--- config.mk ---
export PLATFORM = sky130hd
export DESIGN_NAME = gsso_top
export DESIGN_NICKNAME = d
export VERILOG_FILES = /design/src/hw/gsso_pkg.sv /design/src/hw/gsso_hour_cnt.sv /design/src/hw/gsso_top.sv
export SDC_FILE = /design/constraint.sdc
export NUM_CORES = 1
export LEC_CHECK = 0
export ABC_AREA = 0
export BUFFER_PORTS_ARGS = -buffer_cell sky130_fd_sc_hd__buf_2
export CORE_ASPECT_RATIO = 2
export CORE_MARGIN = 2
export CORE_UTILIZATION = 51
export CTS_CLUSTER_DIAMETER = 200
export DETAILED_ROUTE_END_ITERATION = 12
export PLACE_DENSITY = 0.84
export SETUP_SLACK_MARGIN = 0.02
export SYNTH_ARGS = -nofsm -noshare
export SYNTH_HDL_FRONTEND = slang
export SYNTH_HIERARCHICAL = 1
export SYNTH_SLANG_ARGS = --single-unit
export TNS_END_PERCENT = 20
--- constraint.sdc ---
create_clock -name clock -period 8.95 [get_ports clock]
set_input_delay 1.79 -clock clock [delete_from_list [all_inputs] [get_ports clock]]
set_output_delay 1.79 -clock clock [all_outputs]
set_load 0.02 [all_outputs]
--- src/hw/gsso_pkg.sv ---
// Package: constants and types for the genset supervisory block
package gsso_pkg;

	// ----------------------------------------
	// Customer output source selection
	// ----------------------------------------
	localparam logic [2:0] SEL_NONE       = 3'h0;
	localparam logic [2:0] SEL_WARNING    = 3'h1;
	localparam logic [2:0] SEL_SHUTDOWN   = 3'h2;
	localparam logic [2:0] SEL_RUNNING    = 3'h3;
	localparam logic [2:0] SEL_NOT_READY  = 3'h4;

	// ----------------------------------------
	// Power-down control options
	// ----------------------------------------
	localparam logic [1:0] PD_DISABLE = 2'h1;
	localparam logic [1:0] PD_ENABLE  = 2'h2;
	localparam logic [1:0] PD_FORCE   = 2'h3;
	localparam logic [1:0] PD_RESET   = 2'h2;

	// ----------------------------------------
	// Fault response encoding
	// ----------------------------------------
	localparam logic RESP_WARNING  = 1'h0;
	localparam logic RESP_SHUTDOWN = 1'h1;

	// ----------------------------------------
	// Timing
	// ----------------------------------------
	localparam longint CLK_HZ          = 64'd250000000;
	localparam longint PD_TIME_MIN     = 64'd10;
	localparam longint PD_CYCLES       = PD_TIME_MIN * 64'd60 * CLK_HZ;
	localparam longint TENTH_HOUR_S    = 64'd360;
	localparam longint TENTH_CYCLES    = TENTH_HOUR_S * CLK_HZ;
	localparam int     TENTHS_PER_HOUR = 10;

	// ----------------------------------------
	// PWM
	// ----------------------------------------
	localparam logic [6:0] PCT_FULL   = 7'h64;
	localparam int         PWM_PRESC  = 25;

	// ----------------------------------------
	// Reset values
	// ----------------------------------------
	localparam logic [31:0] HOURS_RESET = 32'h0;

endpackage

--- src/hw/gsso_hour_cnt.sv ---
// Module: engine hour counter with optional load
`timescale 1ns/10ps
module gsso_hour_cnt #(
	parameter int TENTHS = 10
) (
	input  wire logic        clock,
	input  wire logic        rst,
	input  wire logic        tick,
	input  wire logic        load,
	input  wire logic [31:0] load_val,
	output logic      [31:0] hours
);

	// ----------------------------------------
	// Sub-hour accumulator
	// ----------------------------------------
	logic [3:0]  tenth_ff;
	logic [31:0] hours_ff;
	wire         hour_wrap = tick && (tenth_ff == 4'(TENTHS - 1));

	always_ff @(posedge clock or posedge rst) begin
		if (rst) begin
			tenth_ff <= 4'h0;
			hours_ff <= gsso_pkg::HOURS_RESET;
		end else if (load) begin
			hours_ff <= load_val;
			tenth_ff <= 4'h0;
		end else if (tick) begin
			tenth_ff <= hour_wrap ? 4'h0 : tenth_ff + 4'h1;
			if (hour_wrap) begin
				hours_ff <= hours_ff + 32'h1;
			end
		end
	end

	assign hours = hours_ff;

endmodule

--- src/hw/gsso_top.sv ---
// Module: genset supervisory output, power-down, hour meters and overrides
`timescale 1ns/10ps
// Operation
// - One customer output, driven by exactly one selected source option.
// - Warning option: output on while any warning-response fault is active.
// - Shutdown option: output on while any shutdown-response fault is active.
// - Running option: output on only while engine runs at rated speed.
// - Not-ready option: output on if key off or switch at idle.
// - Self power-down after preset stopped interval, default ten minutes, any key position.
// - Disable option never powers down while it stays selected.
// - Disable option returns to enable once the engine starts.
// - Disable option is never offered for persistent storage.
// - Enable option powers down after full interval on without engine start.
// - Force option powers down immediately, skipping the interval.
// - Two hour counters: one non-resettable, one user-settable.
// - Non-resettable counter starts from zero in a new unit.
// - User may load the settable counter; it keeps counting from there.
// - Display shows hours from the user-settable counter.
// - Each override is a value plus enable; value applies only when enabled.
// - Override enables return inactive at every power-up.
// - Override values live only in volatile storage.
// - Fuel override acts only while stopped; value given in percent.
// - Fuel override drives PWM with duty in percent equal to value.
// - Speed override sets speed setpoint to override value in rpm.
// - Shutdown faults trip the engine; warning faults only indicate.
module gsso_top #(
	parameter int     NFAULT     = 16,
	parameter longint PD_CYC     = gsso_pkg::PD_CYCLES,
	parameter longint TENTH_CYC  = gsso_pkg::TENTH_CYCLES,
	parameter int     PWM_PRESC  = gsso_pkg::PWM_PRESC
) (
	input  wire logic              clock,
	input  wire logic              rst,
	input  wire logic [2:0]        cust_sel,
	input  wire logic [NFAULT-1:0] fault_active,
	input  wire logic [NFAULT-1:0] fault_resp,
	input  wire logic              eng_running,
	input  wire logic              eng_rated,
	input  wire logic              key_on,
	input  wire logic              sw_rated,
	input  wire logic [1:0]        pd_cmd,
	input  wire logic              pd_cmd_wr,
	input  wire logic              hours_load,
	input  wire logic [31:0]       hours_load_val,
	input  wire logic [6:0]        fuel_norm_pct,
	input  wire logic [6:0]        fuel_ovr_val,
	input  wire logic              fuel_ovr_en,
	input  wire logic [15:0]       speed_norm_rpm,
	input  wire logic [15:0]       speed_ovr_val,
	input  wire logic              speed_ovr_en,
	output logic                   cust_out,
	output logic                   power_off,
	output logic [1:0]             pd_mode,
	output logic                   pd_mode_storable,
	output logic                   eng_trip,
	output logic                   warn_lamp,
	output logic [31:0]            hours_fixed,
	output logic [31:0]            hours_display,
	output logic                   fuel_pwm,
	output logic                   fuel_ovr_active,
	output logic [15:0]            speed_setpoint
);

	// ----------------------------------------
	// Fault grouping
	// ----------------------------------------
	// True when an active fault carries the given response level
	function automatic logic any_resp(input logic [NFAULT-1:0] act,
	                                  input logic [NFAULT-1:0] resp,
	                                  input logic              lvl);
		any_resp = |(act & ~(resp ^ {NFAULT{lvl}}));
	endfunction

	wire any_warn = any_resp(fault_active, fault_resp, gsso_pkg::RESP_WARNING);
	wire any_shut = any_resp(fault_active, fault_resp, gsso_pkg::RESP_SHUTDOWN);

	// ----------------------------------------
	// Customer output
	// ----------------------------------------
	logic cust_ff;
	logic nxt_cust;

	always_comb begin
		case (cust_sel)
			gsso_pkg::SEL_WARNING:   nxt_cust = any_warn;
			gsso_pkg::SEL_SHUTDOWN:  nxt_cust = any_shut;
			gsso_pkg::SEL_RUNNING:   nxt_cust = eng_running && eng_rated;
			gsso_pkg::SEL_NOT_READY: nxt_cust = !key_on || !sw_rated;
			// Unused codes hold the output low
			default:                 nxt_cust = 1'b0;
		endcase
	end

	always_ff @(posedge clock or posedge rst) begin
		if (rst) begin
			cust_ff <= 1'b0;
		end else begin
			cust_ff <= nxt_cust;
		end
	end

	// ----------------------------------------
	// Trip and warning indication
	// ----------------------------------------
	// Trip and lamp follow the active faults, one cycle late
	logic trip_ff;
	logic warn_ff;

	always_ff @(posedge clock or posedge rst) begin
		if (rst) begin
			trip_ff <= 1'b0;
			warn_ff <= 1'b0;
		end else begin
			trip_ff <= any_shut;
			warn_ff <= any_warn;
		end
	end

	// ----------------------------------------
	// Power-down control
	// ----------------------------------------
	logic [1:0]  mode_ff;
	logic [1:0]  nxt_mode;
	logic [63:0] pd_cnt_ff;
	logic        off_ff;
	logic        storable_ff;

	// Counter saturates, so a long stop never wraps below the limit
	wire pd_expired = pd_cnt_ff >= 64'(PD_CYC - 64'd1);

	always_comb begin
		nxt_mode = mode_ff;
		if (pd_cmd_wr && pd_cmd != 2'h0) begin
			nxt_mode = pd_cmd;
		end
		// Running beats a same-cycle write of disable
		if (eng_running && nxt_mode == gsso_pkg::PD_DISABLE) begin
			nxt_mode = gsso_pkg::PD_ENABLE;
		end
	end

	always_ff @(posedge clock or posedge rst) begin
		if (rst) begin
			mode_ff     <= gsso_pkg::PD_RESET;
			storable_ff <= 1'b1;
		end else begin
			mode_ff     <= nxt_mode;
			storable_ff <= nxt_mode != gsso_pkg::PD_DISABLE;
		end
	end

	// ----------------------------------------
	// Stopped-time counter
	// ----------------------------------------
	always_ff @(posedge clock or posedge rst) begin
		if (rst) begin
			pd_cnt_ff <= 64'h0;
		end else if (eng_running) begin
			pd_cnt_ff <= 64'h0;
		end else if (!pd_expired) begin
			pd_cnt_ff <= pd_cnt_ff + 64'h1;
		end
	end

	// ----------------------------------------
	// Sticky power-down request
	// ----------------------------------------
	// Disable matches neither term, so off_ff stays low
	wire force_hit  = mode_ff == gsso_pkg::PD_FORCE;
	wire expire_hit = mode_ff == gsso_pkg::PD_ENABLE && !eng_running && pd_expired;

	always_ff @(posedge clock or posedge rst) begin
		if (rst) begin
			off_ff <= 1'b0;
		end else if (force_hit || expire_hit) begin
			off_ff <= 1'b1;
		end
	end

	// ----------------------------------------
	// Hour meters
	// ----------------------------------------
	// One time base feeds both meters, so they stay in step
	logic [63:0] tb_cnt_ff;
	logic        tb_tick_ff;
	wire         tb_wrap = tb_cnt_ff == 64'(TENTH_CYC - 64'd1);

	always_ff @(posedge clock or posedge rst) begin
		if (rst) begin
			tb_cnt_ff  <= 64'h0;
			tb_tick_ff <= 1'b0;
		end else begin
			tb_tick_ff <= eng_running && tb_wrap;
			if (eng_running) begin
				tb_cnt_ff <= tb_wrap ? 64'h0 : tb_cnt_ff + 64'h1;
			end
		end
	end

	logic [31:0] fixed_w;
	logic [31:0] settable_w;

	gsso_hour_cnt #(
		.TENTHS   (gsso_pkg::TENTHS_PER_HOUR)
	) u_fixed (
		.clock    (clock),
		.rst      (rst),
		.tick     (tb_tick_ff),
		.load     (1'b0),
		.load_val (32'h0),
		.hours    (fixed_w)
	);

	gsso_hour_cnt #(
		.TENTHS   (gsso_pkg::TENTHS_PER_HOUR)
	) u_settable (
		.clock    (clock),
		.rst      (rst),
		.tick     (tb_tick_ff),
		.load     (hours_load),
		.load_val (hours_load_val),
		.hours    (settable_w)
	);

	// Output copies add one cycle after each counter step
	logic [31:0] hfix_ff;
	logic [31:0] hdisp_ff;

	always_ff @(posedge clock or posedge rst) begin
		if (rst) begin
			hfix_ff  <= gsso_pkg::HOURS_RESET;
			hdisp_ff <= gsso_pkg::HOURS_RESET;
		end else begin
			hfix_ff  <= fixed_w;
			hdisp_ff <= settable_w;
		end
	end

	// ----------------------------------------
	// Overrides, volatile only
	// ----------------------------------------
	wire       fuel_use = fuel_ovr_en && !eng_running;
	// Clamp keeps an out-of-range value from exceeding full duty
	wire [6:0] fuel_lim = (fuel_ovr_val > gsso_pkg::PCT_FULL) ? gsso_pkg::PCT_FULL
	                                                          : fuel_ovr_val;
	wire [6:0] duty     = fuel_use ? fuel_lim : fuel_norm_pct;

	// Enables are plain inputs, so no override survives a power-up
	// Speed override is not gated by engine state
	logic [15:0] spd_ff;
	logic        fact_ff;

	always_ff @(posedge clock or posedge rst) begin
		if (rst) begin
			spd_ff  <= 16'h0;
			fact_ff <= 1'b0;
		end else begin
			spd_ff  <= speed_ovr_en ? speed_ovr_val : speed_norm_rpm;
			fact_ff <= fuel_use;
		end
	end

	// ----------------------------------------
	// Fuel PWM, 100 steps per period
	// ----------------------------------------
	logic [15:0] pre_ff;
	logic [6:0]  step_ff;
	logic        pwm_ff;
	wire         pre_wrap = pre_ff == 16'(PWM_PRESC - 1);
	// Output lags the step count by one cycle

	always_ff @(posedge clock or posedge rst) begin
		if (rst) begin
			pre_ff  <= 16'h0;
			step_ff <= 7'h0;
			pwm_ff  <= 1'b0;
		end else begin
			pre_ff <= pre_wrap ? 16'h0 : pre_ff + 16'h1;
			if (pre_wrap) begin
				step_ff <= (step_ff == gsso_pkg::PCT_FULL - 7'h1) ? 7'h0
				                                                  : step_ff + 7'h1;
			end
			pwm_ff <= step_ff < duty;
		end
	end

	// ----------------------------------------
	// Outputs
	// ----------------------------------------
	assign cust_out         = cust_ff;
	assign power_off        = off_ff;
	assign pd_mode          = mode_ff;
	assign pd_mode_storable = storable_ff;
	assign eng_trip         = trip_ff;
	assign warn_lamp        = warn_ff;
	assign hours_fixed      = hfix_ff;
	assign hours_display    = hdisp_ff;
	assign fuel_pwm         = pwm_ff;
	assign fuel_ovr_active  = fact_ff;
	assign speed_setpoint   = spd_ff;

endmodule

* After elaboration in Yosys (flattened, before gate mapping)
Cells that the tools add are included.
** Operators by class
- $add $sub $neg :: 8
- $lt $le $gt $ge :: 3
- Eq/ne operators :: 14
- Multiplexer cells :: 18
- Bitwise operators :: 4
- Reduce and logical (&&, ||, !) cells :: 21
** Operators with widths (count)
- $mux 64 :: 3
- $add 64x1->64 const B :: 2
- $mux 32 :: 3
- $add 32x1->32 const B :: 2
- $eq 64x37->1 const B :: 1
- $ge 64x38->1 const B :: 1
- $and 16x16->16 :: 2
- $mux 16 :: 2
- $not 16->16 :: 2
- $reduce_or 16->1 :: 2
- $mux 7 :: 3
- $add 16x1->16 const B :: 1
- $eq 16x5->1 const B :: 1
- $mux 4 :: 4
- $logic_and 1x1->1 :: 9
- $add 4x1->4 const B :: 2
- $eq 4x4->1 const B :: 2
- $add 7x1->7 const B :: 1
- $eq 7x7->1 const B :: 1
- $gt 7x7->1 const B :: 1
- $lt 7x7->1 :: 1
- $eq 3x2->1 const B :: 2
- $reduce_bool 2->1 :: 3
- $eq 2x2->1 const B :: 2
- other kinds (10) :: 15
** Storage, ports and cells
- Register bits :: 313
- Input port bits :: 125
- Output and inout bits :: 89
- Logic and storage cells :: 88

* Longest topological paths before layout
Gate-level depths: netlist (run 1).
- Depth after elaboration :: 7
- Mapped depth :: 9
- Depth with buffers taken out :: 8

* Modules after synthesis
Netlist (run 1), hierarchy kept.
** By module, submodules not included
- gsso_top :: times used 1, cells each 946, area an instance 10461.3 um^2, seq. area each 6033.3 um^2
- gsso_hour_cnt :: times used 2, cells each 272, area an instance 2265.9 um^2, seq. area each 900.9 um^2

* Least setup slack after synthesis (run 1)
OpenSTA, ideal clock, no wires.
- Path type :: input port to flip-flop
- Start :: input port eng_running
- End :: register tb_cnt_ff[31]
- Library setup time :: 135 ps
- Arrival time :: 3286 ps
- Data required time :: 8815 ps
- Path slack :: 5529 ps
- Stages on the path :: 7
- Buffers on the path :: 1
- Cell sequence :: clkbuf_1 nand3_1 nor3_1 nor4bb_1 nand4_1 xor2_1 nor2_1
** RTL lines
- start, declared :: line gsso_top.sv:37 : input wire logic eng_running,
- end signal, assigned :: line gsso_top.sv:195 : tb_cnt_ff <= tb_wrap ? 64'h0 : tb_cnt_ff + 64'h1;
- end, declared :: line gsso_top.sv:184 : logic [63:0] tb_cnt_ff;

==> flow_summary.json, run 1 <==
{
  "num_vias": 12409,
  "start_util_pct": 52.0,
  "grt_overflow_total": 0,
  "cts-root-buf": "clkbuf_16",
  "grt_start_max_net_pins": 157,
  "p_per_area_nw_per_um2": 180,
  "syn_area_um2": 15000,
  "synth_edf_count": 0,
  "ys_types": 67,
  "fin_skew_ps": 11.0,
  "nets": 1841,
  "crit_end": "tb_cnt_ff[55]",
  "io-pin-count": 214,
  "diodes": 0,
  "grt_antenna_before_repair": 0,
  "final_cell_mix": "dfrtp_1 (311), buf_2 (213), nand2_1 (116), nand3_1 (105), nor2_1 (96)",
  "cts_hold_buf": 0,
  "wl_per_cell_um": 17.3,
  "start_kind": "input pin",
  "coreArea_um2": 28800,
  "grt_pass1_vias": 12750,
  "cts_resized": 0,
  "finalSetupTns_ps": 0,
  "dr.first_iter.drc_count": 743,
  "ys_ff_latch": 313,
  "clk_pin_slew_ps": 60,
  "syn_to_final_growth_pct": 15.8,
  "cp_max_fo": 58,
  "required_ps": 9420,
  "synth_area_per_cell_um2": 10.1,
  "die_w_um": 125,
  "total_power_mw": 3.13,
  "setup-violations-final": 0,
  "cts.sinks": 313,
  "startpoint": "eng_running",
  "placed_area_um2": 16400,
  "slew_headroom_pct": 27.7,
  "grt_pass1_wl_um": 60400,
  "cp_cell_sequence": "buf_2 -> buf_4 -> and3_1 -> nand4_1 -> nor3_1 -> nand4_1 -> nor3_1 -> xor2_1",
  "die_y_um": 246,
  "period_share_pct": 43.6,
  "rrSetupSlack_ps": 5700,
  "drive_gt1_share_pct": 18.5,
  "drcViolationCount": 0,
  "synthArstFlopShare_pct": 100,
  "first_pass_iters": 6,
  "ant_nets": 0,
  "htree_levels": 1,
  "p_leak_nw": 7.71,
  "hold_path.class": "flop to flop",
  "worst_setup_path_end_kind": "flop",
  "synthCells": 1490,
  "layout_commonest_cell": "dfrtp_1",
  "finish.instance_area_um2": 17400,
  "dp_hpwl_um": 24700,
  "port_buffers": 213,
  "cts_tree": "done",
  "row_count": 88,
  "routed_wl_um": 36000,
  "final-max-slew-violation-count": 0,
  "cts_setup_buffers": 0,
  "ys_seq_area_share_pct": 52.3,
  "insertion_delay_ps": 560,
  "clock.fmax_mhz": 256,
  "slowest_delay_ps": 560,
  "cts_made_buffers": 28,
  "ys.flop_type": "dfrtp_1",
  "min_period_ps": 3900,
  "slowest_stage": "buf_4",
  "status": "finished, final reports clean",
  "grtUsageTotal_pct": 23.2,
  "crit_type": "input pin to flop",
  "worst_slew_pin_slew_ps": 1080,
  "r2r_start": "tb_cnt_ff[14]",
  "reg2reg_depth": 6,
  "vias_per_cell": 5.97,
  "rsz0062_at_grt": "no",
  "irDropWorstVdd_uv": 190,
  "die-area_um2": 30900,
  "cp.arrival_ps": 4370,
  "drv_cap": 0,
  "hold_viol": 0,
  "routabilityCongestion": 0.870,
  "clockBufferDepth": 3,
  "rr_endpoint": "tb_cnt_ff[3]",
  "yosys_warnings": 6
}
[where the power goes]
| part | internal, mW | switching [mW] |
|---|---|---|
| Combinational | 0.118 | 0.198 |
| Sequential | 1.49 | 0.0695 |
| Clock | 0.712 | 0.541 |
| Total | 2.32 | 0.808 |
[Yosys cell counts (all sizes together) (6+ instances only)]
library cell	instances	area (um^2)
o21ai	61	305
and2	10	62.6
nor2	96	360
dfrtp	311	7780
mux2	25	282
o22ai	6	37.5
o311ai	10	87.6
nand3	106	543
and3	27	170
nor3b	7	52.6
nor4b	7	61.3
ha	17	213
nor2b	56	350
nor4	45	307
o31ai	26	195
inv	51	191
xor2	47	412
and4	17	151
nand4	74	475
or2	11	68.8
buf	16	75.1
mux2i	7	70.1
a22o	12	105
a31oi	19	119
a21o	7	52.6
nand2	116	435
nor3	37	185
a21oi	41	205
xnor2	46	403
clkbuf	57	214
or4	34	255
a221oi	15	131
or3	6	43.8
o21a	10	75.1
[stage by stage]
step | setup slack (ps) | hold slack [ps] | std cells | utilization, %
2_1_floorplan | 547 | 367 | 1522 | -
4_1_cts | 5100 | 409 | 2080 | 60.2
5_1_grt | 4760 | 418 | 2080 | 60.2
3_5_place_dp | 4520 | 388 | 2029 | 56.9
3_3_place_gp | 4590 | 388 | 2029 | 56.9
6_report | 5050 | 403 | 2080 | 60.2
[layer usage]
metal | track usage (%) | routed length [um] | vias up
met4 | 10.6 | 1440 | 0
met2 | 44.3 | 19800 | 404
met3 | 2.89 | 1550 | 105
met1 | 25.4 | 13200 | 6073
met5 | 0 | 0 | -
li1 | - | - | 5827
[sequential cells by signal, summed over array words and instances, names as in the netlist, 2 cells and up]
| register | cells |
|---|---|
| hours_fixed | 32 |
| speed_setpoint | 16 |
| pd_cnt_ff | 64 |
| pd_mode | 2 |
| tb_cnt_ff | 64 |
| u_fixed/hours | 32 |
| u_settable/hours | 32 |
| u_settable/tenth_ff | 4 |
| u_fixed/tenth_ff | 4 |
| hours_display | 32 |
| pre_ff | 16 |
| step_ff | 7 |
[logic make-up after synthesis]
kind of cell	count (synthesis)	synth area share, %
compound gates	241	10.7
xor+xnor	93	5.43
fa+ha+maj	17	1.42
buf+inv	125	3.23
flops	313	52.3
mux	32	2.35
other cells	1	0.0250
simple gates	668	24.6
[worst min-delay path by stage]
stage / cells after the start / slack (ps) / endpoint / startpoint
after floorplan: 0 / 370 / hours_display[31] / u_settable/hours[31]
after global placement: 0 / 390 / hours_display[31] / u_settable/hours[31]
after detailed placement: 0 / 390 / hours_fixed[31] / u_fixed/hours[31]
after CTS: 0 / 410 / hours_display[31] / u_settable/hours[31]
after global routing: 0 / 420 / hours_fixed[31] / u_fixed/hours[31]
final: 0 / 400 / hours_display[31] / u_settable/hours[31]
[cell type report]
| class | instances | area (um^2) |
|---|---|---|
| clock inverters | 12 | 164 |
| clock buffers | 39 | 793 |
| repair buffers | 220 | 1120 |
| flip-flops and latches | 313 | 7840 |
| multi-input cells | 1084 | 6790 |
| fillers | 2352 | 11500 |
| inverters | 52 | 203 |
| well taps | 360 | 450 |
[critical path, delay by kind of cell]
family	cells	cell delay [ps]
XOR/XNOR	1	180
buffers and inverters	2	940
AND/OR/NAND/NOR	5	1410
Note: power is estimated with default switching activity, not from simulation.
==> run 2, diff against run 1 <==
--- a/config.mk
+++ b/config.mk
@@ -12,7 +12,7 @@
 export CORE_UTILIZATION = 51
 export CTS_CLUSTER_DIAMETER = 200
 export DETAILED_ROUTE_END_ITERATION = 12
-export PLACE_DENSITY = 0.84
+export PLACE_DENSITY = 0.87
 export SETUP_SLACK_MARGIN = 0.02
 export SYNTH_ARGS = -nofsm -noshare
 export SYNTH_HDL_FRONTEND = slang
==> constraint.sdc (replaced) <==
create_clock -name clock -period 3.3 [get_ports clock]
set_input_delay 0.66 -clock clock [delete_from_list [all_inputs] [get_ports clock]]
set_output_delay 0.66 -clock clock [all_outputs]
set_load 0.02 [all_outputs]
==> run 2 against run 1 <==
  * First-iteration DRC count rose by 9.0%
  * Setup slack got worse by 4700 ps
  * Via count rose by 0.95%
  * Largest cell class unchanged
==> flow_summary.json, run 2 (synthesis gave the netlist of run 1 again) <==
{
  "min_period_ps": 2950,
  "hold_viol": 0,
  "fillers": 2352,
  "nets": 1855,
  "io-pin-count": 214,
  "period_share_pct": 89.4,
  "cts-root-buf": "clkbuf_16",
  "critPathTopFamily": "simple AND/OR/NAND/NOR gates",
  "cp_max_fo": 6,
  "dp_hpwl_um": 24500,
  "status": "finished, final reports clean",
  "clk_pin_slew_ps": 70,
  "grt_overflow_total": 0,
  "start_kind": "flop",
  "p_leak_nw": 7.79,
  "start_util_pct": 52.0,
  "irDropWorstVdd_uv": 439,
  "crit_type": "flop to flop",
  "cts_made_buffers": 28,
  "rsz0062_at_grt": "no",
  "layout_commonest_cell": "dfrtp_1",
  "regArea_um2": 7840,
  "cts_hold_buf": 0,
  "grt_start_max_net_pins": 165,
  "cts.sinks": 313,
  "total_power_mw": 8.59,
  "routabilityCongestion": 0.892,
  "cp.arrival_ps": 3400,
  "final-max-slew-violation-count": 0,
  "cp_cell_sequence": "ha_1 -> nand2_1 -> or3_2 -> or4_1 -> nor4_2 -> nor2b_1 -> mux2_1",
  "clockBufferDepth": 3,
  "required_ps": 3750,
  "grt_antenna_before_repair": 0,
  "placed_cells": 2043,
  "vias_per_cell": 5.98,
  "routed_wl_um": 36000,
  "worst_slew_pin_slew_ps": 1010,
  "p_per_area_nw_per_um2": 491,
  "first_pass_iters": 5,
  "drive_gt1_share_pct": 19.3,
  "dr.first_iter.drc_count": 810,
  "num_vias": 12527,
  "htree_levels": 1,
  "final_cell_mix": "dfrtp_1 (311), buf_2 (213), nand2_1 (116), nand3_1 (105), nor2_1 (96)",
  "die-area_um2": 30900,
  "port_buffers": 213,
  "fin_skew_ps": 10.5,
  "grtUsageMet3_pct": 2.78,
  "startpoint": "pd_cnt_ff[0]",
  "grt_pass1_vias": 12820,
  "slew_headroom_pct": 31.8,
  "fin_cells": 2095,
  "cts_setup_buffers": 0,
  "worst_setup_path_end_kind": "flop",
  "die_y_um": 246,
  "cts_resized": 0,
  "top_regs": "pd_cnt_ff x64, tb_cnt_ff x64",
  "drv_cap": 0,
  "syn_to_final_growth_pct": 16.8,
  "grtUsageTotal_pct": 23.2,
  "multiInputGateArea_um2": 6790,
  "row_count": 88,
  "clock.fmax_mhz": 339,
  "coreArea_um2": 28800,
  "grtUsageMet1_pct": 25.6,
  "setup-violations-final": 0,
  "diodes": 0,
  "insertion_delay_ps": 560,
  "slowest_stage": "or4_1",
  "cts_tree": "done",
  "crit_buf_inv": 0,
  "grtUsageMet2_pct": 43.8,
  "wl_per_cell_um": 17.2,
  "ant_nets": 0,
  "die_w_um": 125,
  "hold_path.class": "input pin to asynchronous set/reset pin",
  "slowest_delay_ps": 660,
  "grt_pass1_wl_um": 60400,
  "drcViolationCount": 0,
  "r2r_start": "pd_cnt_ff[0]",
  "grt-busiest-layer": "met2"
}
==> run 2: cell type report <==
type                    instances  share of cell area [%]
clock buffers                  35                    4.21
flip-flops and latches        313                    44.7
well taps                     360                    2.57
inverters                      52                    1.14
clock inverters                17                    1.41
multi-input cells            1084                    38.8
repair buffers                234                    7.13
==> run 2: worst paths after layout <==
check,endpoint,cells past startpoint,slack [ps]
min in group clock,cust_out,2,280
max,pd_cnt_ff[34],7,350
min,u_fixed/hours[12],3,240
max reg2reg,pd_cnt_ff[34],7,350
max in group asynchronous,hours_fixed[29],3,2210
min reg2reg,hours_fixed[31],0,410
==> run 2: where the power goes <==
group / internal [mW] / switching (mW)
logic: 0.327 / 0.538
registers: 4.04 / 0.189
clock network: 2.00 / 1.50
==> run 2: worst reg2reg max path: stages, from the launching register on <==
cell and delay [ps]:
dfrtp_1 410, ha_1 280, nand2_1 90, or3_2 470, or4_1 660, nor4_2 360, nor2b_1 220, mux2_1 330
==> run 2: routing by layer <==
layer,part of all wire (%),vias up
met4,4.0,0
met5,0,-
met3,4.5,113
met2,55,418
met1,37,6155
li1,-,5841
==> run 2: metrics by stage <==
step / TNS, ps / hold slack [ps] / setup WS (ps) / area, um^2 / utilization (%)
detailed placement: 0 / 386 / 385 / 16500 / 57.3
CTS: 0 / 250 / 357 / 17500 / 60.7
global route: 0 / 276 / 196 / 17500 / 60.7
floorplan: -124320 / 367 / -520 / 15100 / -
finish: 0 / 240 / 350 / 17500 / 60.7
global placement: 0 / 389 / 478 / 16500 / 57.3
